--- src/verilog/dwbl_pkg.sv ---
// Constants and register map of the core wake-up and boot latch block
// Functional notes
// When device reset is released the boot-select pins are sampled and held in the boot config latch.
// No boot runs purely in hardware; the latched pins only select which boot-ROM mode is used.
// After reset the signal core is held in reset with its clock gated.
// Software first writes the first unlock key to the first unlock register.
// Software then writes the second unlock key to the second unlock register.
// Software writes a truncated boot vector into the host-1 config register; its low bits read as zero.
// Writing 3h to the next-state field requests the move from gated reset to enabled.
// Writing 1 to bit 1 of the transition command register starts the domain transition.
// Bit 1 of the transition status register is set while the transition runs and clears when done.
// The module status state field shows 3h once the module is enabled.
// Writing 1 to the local reset bit releases the core's local reset.
// One write of 103h to module control both requests enable and releases local reset.
// Unlock and vector steps are only needed after a reset; otherwise the sleep controller alone gates clocks.
// Host-1 config writes take effect only after both keys were written in order.
package dwbl_pkg;
  localparam logic [11:0] DWBL_OFS_BOOT_CONFIG_LATCH_REG  = 12'h0_000;
  localparam logic [11:0] DWBL_OFS_KEY0     = 12'h0_004;
  localparam logic [11:0] DWBL_OFS_KEY1     = 12'h0_008;
  localparam logic [11:0] DWBL_OFS_HOST1    = 12'h0_00C;
  localparam logic [11:0] DWBL_OFS_MDCTL    = 12'h0_010;
  localparam logic [11:0] DWBL_OFS_MDSTAT   = 12'h0_014;
  localparam logic [11:0] DWBL_OFS_DOMAIN_TRANSITION_CMD_REG    = 12'h0_018;
  localparam logic [11:0] DWBL_OFS_DOMAIN_TRANSITION_STATUS_REG   = 12'h0_01C;
  localparam logic [31:0] DWBL_KEY0_VAL     = 32'h83E7_0B13;
  localparam logic [31:0] DWBL_KEY1_VAL     = 32'h95A4_F1E0;
  localparam logic [31:0] DWBL_VEC_MASK     = 32'hFFFF_FC00;
  localparam logic [31:0] DWBL_VEC_RESET    = 32'h0000_0000;
  localparam logic [5:0]  DWBL_STATE_GATED  = 6'h0_0;
  localparam logic [5:0]  DWBL_STATE_ENABLE = 6'h0_3;
  localparam int          DWBL_NEXT_LSB     = 0;
  localparam int          DWBL_NEXT_W       = 5;
  localparam int          DWBL_LOCAL_RESET_RELEASE_BIT_BIT     = 8;
  localparam int          DWBL_GO_BIT       = 1;
  localparam int          DWBL_STATE_W      = 6;
  localparam int          DWBL_CLKON_BIT    = 8;
  localparam int          DWBL_LRSTS_BIT    = 9;
  localparam int          DWBL_TRANS_NS     = 160;
  localparam int          DWBL_CLK_NS       = 10;
  localparam int          DWBL_TRANS_CYC    = (DWBL_TRANS_NS + DWBL_CLK_NS - 1) / DWBL_CLK_NS;
  localparam int          DWBL_CNT_W        = 8;
  typedef enum logic [1:0] {DWBL_IDLE, DWBL_RUN} dwbl_tr_e;
endpackage : dwbl_pkg

--- src/verilog/dwbl_key_stage.sv ---
// One step of the ordered unlock key chain
module dwbl_key_stage
  import dwbl_pkg::*;
(
  input  wire logic        pclk,
  input  wire logic        presetn,
  input  wire logic        wr,
  input  wire logic [31:0] wdata,
  input  wire logic [31:0] key,
  input  wire logic        prev_ok,
  input  wire logic        clear,
  output logic             ok
);
  logic ok_ff;
  logic nxt_ok;
  // Wrong value relocks; key only counts after the earlier stage
  assign nxt_ok = clear ? 1'b0 : (wr ? (prev_ok && wdata == key) : ok_ff);
  always_ff @(posedge pclk or negedge presetn) begin
    if (!presetn) ok_ff <= 1'b0;
    else          ok_ff <= nxt_ok;
  end
  assign ok = ok_ff;
endmodule : dwbl_key_stage

--- src/verilog/dwbl_wakeup.sv ---
// Boot pin latch, unlock keys and core wake-up sequencer with APB slave
//
// Decided for this implementation: register access over APB and the register addresses.
module dwbl_wakeup
  import dwbl_pkg::*;
#(
  parameter int BOOT_W = 16
)(
  input  wire logic              pclk,
  input  wire logic              presetn,
  input  wire logic [BOOT_W-1:0] boot_pins,
  input  wire logic              psel,
  input  wire logic              penable,
  input  wire logic              pwrite,
  input  wire logic [11:0]       paddr,
  input  wire logic [31:0]       pwdata,
  output logic [31:0]            prdata,
  output logic                   pready,
  output logic                   pslverr,
  output logic                   core_clk_en,
  output logic                   core_rst_n,
  output logic [31:0]            core_boot_vector
);
  logic              acc;
  logic              wr;
  logic              rd;
  logic              hit_boot;
  logic              hit_key0;
  logic              hit_key1;
  logic              hit_host1;
  logic              hit_mdctl;
  logic              hit_mdstat;
  logic              hit_domain_transition_cmd_reg;
  logic              hit_domain_transition_status_reg;
  logic              hit_any;
  logic              key0_ok;
  logic              key1_ok;
  logic              key1_wr;
  logic              latch_done_ff;
  logic [BOOT_W-1:0] boot_cfg_ff;
  logic [31:0]       vec_ff;
  logic [DWBL_NEXT_W-1:0] next_ff;
  logic              local_reset_release_bit_rel_ff;
  logic [DWBL_STATE_W-1:0] state_ff;
  logic [DWBL_STATE_W-1:0] nxt_state;
  dwbl_tr_e          tr_ff;
  dwbl_tr_e          nxt_tr;
  logic [DWBL_CNT_W-1:0]   cnt_ff;
  logic [DWBL_CNT_W-1:0]   nxt_cnt;
  logic              go_wr;
  logic              busy;
  logic              want_en;
  logic [31:0]       rdata;
  logic [31:0]       prdata_ff;
  logic              pready_ff;
  logic              pslverr_ff;
  logic              clk_en_ff;
  logic              rst_n_ff;

  // Access phase; slave answers one cycle later, so a two-cycle access phase
  assign acc        = psel && penable && !pready_ff;
  assign wr         = acc && pwrite;
  assign rd         = acc && !pwrite;
  assign hit_boot   = (paddr == DWBL_OFS_BOOT_CONFIG_LATCH_REG);
  assign hit_key0   = (paddr == DWBL_OFS_KEY0);
  assign hit_key1   = (paddr == DWBL_OFS_KEY1);
  assign hit_host1  = (paddr == DWBL_OFS_HOST1);
  assign hit_mdctl  = (paddr == DWBL_OFS_MDCTL);
  assign hit_mdstat = (paddr == DWBL_OFS_MDSTAT);
  assign hit_domain_transition_cmd_reg  = (paddr == DWBL_OFS_DOMAIN_TRANSITION_CMD_REG);
  assign hit_domain_transition_status_reg = (paddr == DWBL_OFS_DOMAIN_TRANSITION_STATUS_REG);
  assign hit_any    = hit_boot || hit_key0 || hit_key1 || hit_host1 ||
                      hit_mdctl || hit_mdstat || hit_domain_transition_cmd_reg || hit_domain_transition_status_reg;
  assign key1_wr    = wr && hit_key1;

  // first unlock key
  dwbl_key_stage u_key0 (
    .pclk    (pclk),
    .presetn (presetn),
    .wr      (wr && (hit_key0 || hit_key1)),
    .wdata   (hit_key0 ? pwdata : DWBL_KEY0_VAL),
    .key     (DWBL_KEY0_VAL),
    .prev_ok (hit_key0 ? 1'b1 : key0_ok),
    .clear   (1'b0),
    .ok      (key0_ok)
  );
  // second key must follow the first
  dwbl_key_stage u_key1 (
    .pclk    (pclk),
    .presetn (presetn),
    .wr      (wr && (hit_key1 || hit_key0)),
    .wdata   (hit_key1 ? pwdata : 32'h0000_0000),
    .key     (DWBL_KEY1_VAL),
    .prev_ok (key0_ok),
    .clear   (1'b0),
    .ok      (key1_ok)
  );

  // pins caught once, first edge after reset release
  always_ff @(posedge pclk or negedge presetn) begin
    if (!presetn) latch_done_ff <= 1'b0;
    else          latch_done_ff <= 1'b1;
  end
  always_ff @(posedge pclk or negedge presetn) begin
    if (!presetn)            boot_cfg_ff <= '0;
    else if (!latch_done_ff) boot_cfg_ff <= boot_pins;
  end

  // vector writes gated by unlock
  always_ff @(posedge pclk or negedge presetn) begin
    if (!presetn)                          vec_ff <= DWBL_VEC_RESET;
    else if (wr && hit_host1 && key1_ok)   vec_ff <= pwdata & DWBL_VEC_MASK;
  end

  // next-state and local reset in one word
  always_ff @(posedge pclk or negedge presetn) begin
    if (!presetn) begin
      next_ff     <= '0;
      local_reset_release_bit_rel_ff <= 1'b0;
    end else if (wr && hit_mdctl) begin
      next_ff     <= pwdata[DWBL_NEXT_LSB +: DWBL_NEXT_W];
      local_reset_release_bit_rel_ff <= pwdata[DWBL_LOCAL_RESET_RELEASE_BIT_BIT];
    end
  end

  // go bit starts a transition
  assign go_wr   = wr && hit_domain_transition_cmd_reg && pwdata[DWBL_GO_BIT];
  assign busy    = (tr_ff == DWBL_RUN);
  assign want_en = (next_ff == DWBL_NEXT_W'(DWBL_STATE_ENABLE));

  always_comb begin
    nxt_tr    = tr_ff;
    nxt_cnt   = cnt_ff;
    nxt_state = state_ff;
    case (tr_ff)
      DWBL_IDLE: begin
        if (go_wr) begin
          nxt_tr  = DWBL_RUN;
          nxt_cnt = DWBL_CNT_W'(DWBL_TRANS_CYC - 1);
        end
      end
      DWBL_RUN: begin
        if (cnt_ff == '0) begin
          nxt_tr    = DWBL_IDLE;
          // state shows enable once done if next-state asked for enable, else gated
          nxt_state = want_en ? DWBL_STATE_ENABLE : DWBL_STATE_GATED;
        end else begin
          nxt_cnt = cnt_ff - 1'b1;
        end
      end
      default: nxt_tr = DWBL_IDLE;
    endcase
  end

  // busy held while transition runs
  always_ff @(posedge pclk or negedge presetn) begin
    if (!presetn) begin
      tr_ff    <= DWBL_IDLE;
      cnt_ff   <= '0;
      state_ff <= DWBL_STATE_GATED;
    end else begin
      tr_ff    <= nxt_tr;
      cnt_ff   <= nxt_cnt;
      state_ff <= nxt_state;
    end
  end

  // core gated until enabled, held in reset until enabled with local reset release bit set
  always_ff @(posedge pclk or negedge presetn) begin
    if (!presetn) begin
      clk_en_ff <= 1'b0;
      rst_n_ff  <= 1'b0;
    end else begin
      clk_en_ff <= (state_ff == DWBL_STATE_ENABLE);
      rst_n_ff  <= (state_ff == DWBL_STATE_ENABLE) && local_reset_release_bit_rel_ff;
    end
  end

  // pins only reported to boot ROM, never act directly
  always_comb begin
    rdata = 32'h0000_0000;
    if (hit_boot) begin
      rdata[BOOT_W-1:0] = boot_cfg_ff;
    end else if (hit_host1) begin
      rdata = vec_ff;
    end else if (hit_mdctl) begin
      rdata[DWBL_NEXT_LSB +: DWBL_NEXT_W] = next_ff;
      rdata[DWBL_LOCAL_RESET_RELEASE_BIT_BIT]                = local_reset_release_bit_rel_ff;
    end else if (hit_mdstat) begin
      rdata[DWBL_STATE_W-1:0] = state_ff;
      rdata[DWBL_CLKON_BIT]   = clk_en_ff;
      rdata[DWBL_LRSTS_BIT]   = rst_n_ff;
    end else if (hit_domain_transition_status_reg) begin
      rdata[DWBL_GO_BIT] = busy;
    end
  end

  always_ff @(posedge pclk or negedge presetn) begin
    if (!presetn) begin
      pready_ff  <= 1'b0;
      pslverr_ff <= 1'b0;
      prdata_ff  <= 32'h0000_0000;
    end else begin
      pready_ff  <= acc;
      pslverr_ff <= acc && !hit_any;
      prdata_ff  <= rd ? rdata : 32'h0000_0000;
    end
  end

  assign prdata           = prdata_ff;
  assign pready           = pready_ff;
  assign pslverr          = pslverr_ff;
  assign core_clk_en      = clk_en_ff;
  assign core_rst_n       = rst_n_ff;
  assign core_boot_vector = vec_ff;
endmodule : dwbl_wakeup

--- config.mk ---
export PLATFORM = sky130hd
export DESIGN_NAME = dwbl_wakeup
export DESIGN_NICKNAME = d
export VERILOG_FILES = /design/src/verilog/dwbl_pkg.sv /design/src/verilog/dwbl_key_stage.sv /design/src/verilog/dwbl_wakeup.sv
export SDC_FILE = /design/constraint.sdc
export NUM_CORES = 1
export LEC_CHECK = 0
export ABC_AREA = 1
export BUFFER_PORTS_ARGS = -buffer_cell sky130_fd_sc_hd__buf_2
export CORE_ASPECT_RATIO = 1.5
export CORE_MARGIN = 3
export CORE_UTILIZATION = 39
export DETAILED_ROUTE_END_ITERATION = 8
export PLACE_DENSITY = 0.6
export RECOVER_POWER = 50
export SYNTH_ARGS = -nofsm -noshare
export SYNTH_HDL_FRONTEND = slang
export SYNTH_SLANG_ARGS = --single-unit
--- constraint.sdc ---
create_clock -name pclk -period 2 [get_ports pclk]
set_input_delay 0.2 -clock pclk [delete_from_list [all_inputs] [get_ports pclk]]
set_output_delay 0.2 -clock pclk [all_outputs]
set_load 0.05 [all_outputs]
==> parameters.txt, run 1 <==
Parameter                              Value

Status
  Outcome ... finished clean

Setup path
  Critical path, cell by cell ... nor2_1, inv_2, nor2_4, clkinv_1, a21oi_1
  Class of the most critical setup path ... reg -> reg
  Crit-path slowest cell ... sky130_fd_sc_hd__dfrtp_1
  Delay of the slowest cell on the worst path ... 380 ps
  Largest driver fanout on the critical path ... 9
  Worst Path Buf+Inv ... 2
  CP Data Required Time ... 2260 ps
  Crit path DAT ... 1900 ps
  Startpoint kind of the worst setup timing path ... register
  Kind of end point of the critical path ... register
  Kind of cell adding the most delay to the critical path ... simple AND/OR/NAND/NOR gates

Placement
  Count of placed standard cells including taps ... 711
  Number of port buffers ... 122
  Final estimated routing congestion in global placement ... 0.858
  Half-perimeter wire length of the detailed placement result ... 8.17 mm

Global routing
  Vias in the first global route ... 3500
  Maximum number of pins on one net before global-route repair ... 49
  Wire length of the first global-routing pass ... 17.1 mm
  Total routing usage reported by global routing ... 0.177
  Initial antenna violation count ... 0
  Grt total ovfl ... 0

Route
  Post-detailed-route DRC marker count ... 0
  Count of nets left with antenna violations after detail routing ... 0
  Detailed Route WL ... 10.8 mm
  Violation count after the first detailed-route iteration ... 113
  Routed wirelength normalized by instance count ... 14.8 um
  Via total after detailed routing ... 3427
  Number of iterations in the first detailed-routing pass ... 4
  Vias per inst ... 4.71

Finish
  Area grow syn2layout ... 21.4%
  Filler cell count in the final layout ... 1092
  Diode insertion count for antenna repair ... 0
  Layout Cells excl Fill ... 728
  Ratio of cells with drive above 1 in the final layout ... 0.330
  Layout net count ... 646

Pwr
  LEAKAGE ... 2.75 nW
  IR Drop Worst-Case VDD ... 0.407 mV
  Net Sw Power ... 1.03 mW
  Sw frac ... 0.262
  Comb pwr share ... 0.078
  Internal power component ... 2.89 mW
  Power density of the placed cells ... 733 nW/um^2
  Relative contribution of sequential cells to total power ... 0.495
  Clock power share ... 0.426

Timing
  Unrepaired setup endpoints after global routing ... no
  Worst Max-Slew Pin Slew ... 722 ps
  Headroom to the max-slew limit ... 0.519
  Total of endpoints with negative setup slack in the final report ... 0
  Post-route clock period utilization ... 0.816
  Summed negative setup slack over all endpoints ... 0 ps
  Achievable Freq ... 0.612 GHz
  Final Hold Viols ... 0
  Final-report max-slew violation count ... 0
  Worst setup skew after layout ... 5.07 ps
  Post-route minimum period ... 1630 ps

Clock tree
  Count of cells resized by post-cts repair ... 0
  Clock buffer depth ... 2
  Sink count of the clock tree ... 93
  Number of buffers added by the clock tree synthesis step ... 9
  Buffer cell driving the clock tree root ... sky130_fd_sc_hd__clkbuf_16
  Skew-Pair Late Insertion Delay ... 350 ps
  H-tree depth ... 3
  Post-CTS setup buffer count ... 0
  CTS tree ... yes
  Clock transition time at the flip-flop clock pins of the worst setup and hold paths ... 70 ps

Yosys
  Largest family of logic cells by synthesized area ... simple AND/OR/NAND/NOR gates
  Share of synthesized cell area in full adder, half adder and majority cells ... 0.00568
  Main flop type after synthesis ... sky130_fd_sc_hd__dfrtp_1
  Syn. warnings ... 0
  Post-synthesis xor/xnor area fraction ... 0.00596
  Flip-flop and latch count after synthesis ... 93
  Gate count of the mapped netlist ... 454
  Share of flip-flops with an asynchronous set or reset ... 1.00
  Number of distinct library cell variants in the gate-level netlist after synthesis ... 31
  Mean area per synthesized cell ... 9.71 um^2
  Post-synthesis simple-gate area fraction ... 0.259
  Synthesized-area fraction occupied by ao, oa, aoi and oai cells ... 0.0749
  Proportion of synthesized area in mux cells ... 0.0409
  Number of synthesized flops with an enable pin ... 0
  Cell area after technology mapping ... 4410 um^2
  Fraction of the yosys area taken by sequential cells ... 0.528

Floorplanning
  Placement row count ... 46
  Core Footprint ... 10800 um^2
  Die ar. ... 12600 um^2
  Initial core utilization ... 0.407
  I/O pins ... 133
  Vertical die dimension ... 136 um
  Die X ... 92.8 um

Flow run
  Max-capacitance violation count ... 0

Min path
  Tightest Hold Check Type ... in -> reg
-- cells in the mapped netlist (all sizes together), types with 2 or more instances --
master,count,share of area
a21oi,13,0.015
buf,22,0.041
conb,2,0.0017
dfrtp,93,0.53
ha,2,0.0057
inv,49,0.042
mux2,16,0.041
nand2,100,0.092
nand3,37,0.045
nand4,10,0.018
nor2,48,0.053
nor3,5,0.0057
nor3b,18,0.042
o21ai,32,0.060
xor2,3,0.0060
-- logic make-up (layout without fill, tap and decap cells) --
logic type      after synthesis  count (layout)
simple gates                221             221
flops                        93              93
buf+inv                      72             193
compound gates               45              45
mux                          16              16
xor+xnor                      3               3
fa+ha+maj                     2               2
other cells                   2              11
-- repair_timing --
| action | 4_1_cts | 5_1_grt |
|---|---|---|
| hold endpoints to repair | 25 | 0 |
| hold buffers | 1 | 0 |
| setup endpoints to repair | 0 | 0 |
-- per-stage QoR --
stage | setup slack (ps) | util | power [mW] | cell area [um^2] | hold slack (ps)
floorplan | 454 | - | 2.16 | 4440 | -95.6
global placement | 388 | 0.471 | 2.29 | 5100 | 153
detailed placement | 379 | 0.471 | 2.30 | 5100 | 153
CTS | 384 | 0.499 | 3.98 | 5400 | 72.9
global route | 132 | 0.495 | 4.08 | 5350 | 75.0
finish | 367 | 0.495 | 3.92 | 5350 | 81.6
-- cell type report --
cell class / count / area (um^2) / area share
Clock buffer: 9 / 225 / 0.0421
Clock inverter: 7 / 70.1 / 0.0131
Inverter: 50 / 188 / 0.0351
Multi-Input combinational cell: 298 / 1740 / 0.326
Sequential cell: 93 / 2330 / 0.435
Tap cell: 144 / 180 / 0.0337
Timing Repair Buffer: 127 / 618 / 0.116
-- cell usage in the layout (no fill, tap or decap), drive strengths merged, types with 10 or more instances in the layout --
cell type,Yosys,routed
nor2,48,48
a21oi,13,13
mux2,16,16
buf,22,99
conb,2,11
nand3,37,37
nor3b,18,18
nand4,10,10
o21ai,32,32
dfrtp,93,93
nand2,100,100
inv,49,51
clkbuf,0,36
-- sequential cells by signal (all words and copies together), names as in the netlist, 5 cells and up --
register / cells
boot_cfg_ff: 16
prdata: 32
core_boot_vector: 22
cnt_ff: 8
next_ff: 5
-- power groups by stage --
stage               logic [mW]  clock network, mW  registers (mW)
floorplan                0.181                  0            1.98
global placement         0.312                  0            1.98
detailed placement       0.316                  0            1.98
CTS                      0.318               1.72            1.94
global route             0.342               1.79            1.95
finish                   0.307               1.67            1.94
-- metal layers --
layer	global-route usage	wire length, um	vias to the layer above
li1	-	-	1698
met1	0.203	4260	1608
met2	0.318	5680	97
met3	0.0277	536	24
met4	0.0823	285	0
met5	0	0	-
-- final timing paths --
kind | startpoint | to | slack [ps] | cells past startpoint
min reg2reg | state_ff[0] | core_clk_en | 450 | 0
min | boot_pins[8] | boot_cfg_ff[8] | 80 | 2
max | pready | prdata[4] | 370 | 5
max reg2reg | pready | prdata[4] | 370 | 5
max in group asynchronous | presetn | prdata[12] | 390 | 3
min in group asynchronous | presetn | prdata[28] | 440 | 2
(Power assumes the default switching activity.)
==> run 2: changes to the inputs <==
Settings changed: ABC_AREA 1 to 0, PLACE_DENSITY 0.6 to 0.61.
Clock period 2 ns to 1.7 ns, I/O delays scaled along.
==> run 2 against run 1 <==
The run now ends with setup timing left. Die area shrank 9.2%. Core utilization grew 3.9 points. Maximum frequency down 4.4%. Power increased by 17%. Clock-buffer cell count increased by 1. Flip-flop and latch count is the same. Global-route usage down 0.34 points. Clock power up 17%. Clock skew shrank 0.51 ps. Area after synthesis down 9.7%. Design area decreased by 2.4%. Highest routed layer unchanged.
==> parameters.txt, run 2 <==
Parameter                              Value

Status
  Outcome ... finished with violations
  Violated checks ... setup timing

Clock tree
  Number of buffers added by the clock tree synthesis step ... 9 (unchanged)
  Skew-Pair Late Insertion Delay ... 340 ps (about the same)
  H-tree depth ... 3 (unchanged)
  Buffer cell driving the clock tree root ... sky130_fd_sc_hd__clkbuf_16
  Clock transition time at the flip-flop clock pins of the worst setup and hold paths ... 60 ps (about the same)
  Sink count of the clock tree ... 93 (unchanged)
  CTS tree ... yes
  Clock buffer depth ... 2 (unchanged)
  Post-CTS setup buffer count ... 0 (unchanged)

Pwr
  IR Drop Worst-Case VDD ... 0.731 mV (+79%)
  Sw frac ... 0.228 (-0.0334)
  Net Sw Power ... 1.04 mW (+1.8%)
  Relative contribution of sequential cells to total power ... 0.498 (+0.003)
  Comb pwr share ... 0.073 (-0.005)
  Clock power share ... 0.429 (+0.003)
  Total power draw ... 4.57 mW (+17%)
  Power density of the placed cells ... 876 nW/um^2 (+20%)
  LEAKAGE ... 2.70 nW (-1.7%)
  Internal power component ... 3.53 mW (+22%)

Setup path
  Kind of end point of the critical path ... register
  Start of the worst register-to-register path ... pready
  CP Data Required Time ... 1920 ps (-340 ps)
  Startpoint kind of the worst setup timing path ... register
  Worst Reg2Reg Path Length in Cells ... 5 (unchanged)
  Crit path DAT ... 1930 ps (+30 ps)
  Setup slack of the most critical reg-to-reg path ... -8 ps (-380 ps)
  Class of the most critical setup path ... reg -> reg
  Worst flop-to-flop path endpoint ... core_boot_vector[23]
  Largest driver fanout on the critical path ... 22 (+13)

Finish
  Number of flip-flops under the largest register name ... 32 (unchanged)
  Diode insertion count for antenna repair ... 0 (unchanged)
  Filler cell count in the final layout ... 908 (-17%)
  Area grow syn2layout ... 31.2%
  Design Area, Final ... 5220 um^2 (-2.4%)
  Multi-input combinational cell area ... 1560 um^2 (-10%)
  Most common library cell in the layout ignoring fill and taps ... sky130_fd_sc_hd__buf_2
  Util after Layout ... 0.533 (+0.0385)
  Layout Cells excl Fill ... 583 (-20%)
  Layout net count ... 530 (-18%)
  Most used cells in the layout excluding fill and tap cells ... sky130_fd_sc_hd__buf_2 (116), sky130_fd_sc_hd__dfrtp_1 (92), sky130_fd_sc_hd__mux2_2 (46)
  Ratio of cells with drive above 1 in the final layout ... 0.483 (+0.152)
  Register cell area after layout ... 2330 um^2 (about the same)

Global routing
  Total routing usage reported by global routing ... 0.173 (-0.00339)
  Initial antenna violation count ... 0 (unchanged)
  M1 GR Usage ... 0.199 (-0.00438)
  Maximum number of pins on one net before global-route repair ... 39 (-20%)
  Met2 global-route usage ... 0.295 (-0.0230)
  Most crowded layer after global routing ... met2
  Wire length of the first global-routing pass ... 15.0 mm (-13%)
  Grt total ovfl ... 0 (unchanged)
  Met3 routing resource usage after global routing ... 0.0569 (+0.0292)
  Vias in the first global route ... 3062 (-13%)

Timing
  Unrepaired setup endpoints after global routing ... yes
  Final-report max-slew violation count ... 0 (unchanged)
  Final setup margin ... -8.41 ps (-376 ps)
  Post-route clock period utilization ... 1.00 (+0.189)
  Headroom to the max-slew limit ... 0.375 (-0.144)
  Worst Max-Slew Pin Slew ... 937 ps (+216 ps)
  Worst setup skew after layout ... 4.56 ps (-0.510 ps)
  Post-route minimum period ... 1710 ps (+75.5 ps)
  Total of endpoints with negative setup slack in the final report ... 3 (+3)
  Achievable Freq ... 0.585 GHz (-4.4%)
  Final Hold Viols ... 0 (unchanged)

Route
  Violation count after the first detailed-route iteration ... 82 (-27%)
  Post-detailed-route DRC marker count ... 0 (unchanged)
  Detailed Route WL ... 9.53 mm (-11%)
  Number of iterations in the first detailed-routing pass ... 5 (+1)
  Count of nets left with antenna violations after detail routing ... 0 (unchanged)
  Vias per inst ... 5.10 (+8.3%)
  Via total after detailed routing ... 2973 (-13%)
  Routed wirelength normalized by instance count ... 16.4 um (+11%)

Yosys
  Area share of the largest cell type after synthesis ... 0.585 (+0.0568)
  Cell types occupying the most area after synthesis ... sky130_fd_sc_hd__dfrtp_1 (58%), sky130_fd_sc_hd__mux2_2 (13%), sky130_fd_sc_hd__and2_1 (3.3%)
  Mean area per synthesized cell ... 12.9 um^2 (+33%)
  Main flop type after synthesis ... sky130_fd_sc_hd__dfrtp_1
  Number of distinct library cell variants in the gate-level netlist after synthesis ... 56 (+81%)
  Number of synthesized flops with an enable pin ... 0 (unchanged)
  Gate count of the mapped netlist ... 309 (-32%)
  Share of flip-flops with an asynchronous set or reset ... 1.00 (unchanged)
  Cell area after technology mapping ... 3980 um^2 (-9.7%)
  Syn. warnings ... 0 (unchanged)
  Flip-flop and latch count after synthesis ... 93 (unchanged)
  Cell taking the most area after synthesis ... sky130_fd_sc_hd__dfrtp_1
  Top cells by instance count after synthesis ... sky130_fd_sc_hd__dfrtp_1 (93), sky130_fd_sc_hd__mux2_2 (47), sky130_fd_sc_hd__and2_1 (21), sky130_fd_sc_hd__nand2_1 (18), sky130_fd_sc_hd__buf_4 (12)
  Leading cell type by number of instances after synthesis ... sky130_fd_sc_hd__dfrtp_1
  Fraction of the yosys area taken by sequential cells ... 0.585 (+0.0568)

Min path
  Hold Path Origin ... boot_pins[14]
  Cell depth of the worst hold path ... 2 (unchanged)
  Endpoint of the worst hold-timing path ... boot_cfg_ff[14]
  Tightest Hold Check Type ... in -> reg

Floorplanning
  Die ar. ... 11500 um^2 (-9.2%)
  Vertical die dimension ... 130 um (-4.8%)
  Placement row count ... 44 (-4.3%)
  Initial core utilization ... 0.406 (-0.00122)
  Die X ... 88.5 um (-4.7%)
  Core Footprint ... 9800 um^2 (-9.4%)
  I/O pins ... 133 (unchanged)

Placement
  Number of port buffers ... 122 (unchanged)
  Final estimated routing congestion in global placement ... 0.769 (-10%)
  Half-perimeter wire length of the detailed placement result ... 7.39 mm (-9.6%)
  Area after DPL ... 4940 um^2 (-3.1%)
  Count of placed standard cells including taps ... 566 (-20%)

Flow run
  Max-capacitance violation count ... 0 (unchanged)
-- run 2: cell types whose count changed after synthesis, sizes merged, moves of 8 or more --
cell	delta
nand3	-33
nand2	-81
a21oi	-9
nor3b	-17
nor2	-38
inv	-42
mux2	+31
and2	+22
nor4	+8
o21ai	-27
-- run 2: area by class of cell --
cell class                 instances  share of cell area
inverter                           7             0.00503
clock buffer                      10              0.0438
sequential                        93               0.446
timing repair buffer             153               0.167
clock inverter                     6              0.0122
tap                              115              0.0275
multi-input combinational        199               0.299
-- run 2: worst max path at each step --
stage / startpoint / to / slack, ps / cells past startpoint
2_1_floorplan: pready / core_boot_vector[10] / -110 / 5
3_3_place_gp: paddr[9] / cnt_ff[1] / -0.4 / 6
3_5_place_dp: paddr[9] / cnt_ff[1] / -50 / 6
4_1_cts: pready / core_boot_vector[23] / -20 / 5
5_1_grt: presetn / prdata[21] / -90 / 3
6_report: pready / core_boot_vector[23] / -8 / 5
-- run 2: metrics by stage --
step	TNS (ps)	setup WS (ps)	hold slack, ps
4_1_cts	-212	-22.4	46.8
6_report	-13.4	-8.41	56.0
3_3_place_gp	-0.393	-0.393	174
2_1_floorplan	-2870	-112	-126
3_5_place_dp	-386	-45.8	179
5_1_grt	-4190	-91.9	49.8
-- run 2: worst max-delay path: stages, from the launching register on --
cell and delay (ps):
sky130_fd_sc_hd__dfrtp_2 400, sky130_fd_sc_hd__and4b_1 310, sky130_fd_sc_hd__nand4b_4 150, sky130_fd_sc_hd__nor3_4 180
sky130_fd_sc_hd__buf_12 200, sky130_fd_sc_hd__mux2_2 350
-- run 2: routing by layer --
metal	up-vias	part of all wire
li1	1408	-
met1	1455	0.38
met2	89	0.53
met3	21	0.070
met5	-	0
met4	0	0.028
-- run 2: power by group through the flow --
stage                     clock network (mW)  registers [mW]  logic [mW]
after detailed placement                   0            2.32       0.344
final                                   1.96            2.28       0.335
after global placement                     0            2.32       0.340
after global routing                    2.11            2.28       0.370
after floorplan                            0            2.32       0.156
after CTS                               2.01            2.28       0.347
-- run 2: timing repair --
action / CTS / global route
hold endpoints to repair: 35 / 0
pin swaps: 0 / 1
setup endpoints to repair: 22 / 31
resized for setup: 1 / 2
hold buffers: 1 / 0
-- run 2: logic make-up after synthesis --
| group | synth area share |
|---|---|
| and+or+nand+nor | 0.165 |
| DFF | 0.585 |
| muxes | 0.141 |
| AOI/OAI and AO/OA | 0.0613 |
| buffers and inverters | 0.0384 |
| adders and majority gates | 0.00629 |
| other | 0.00189 |
| xor gates and xnor gates | 0.00220 |
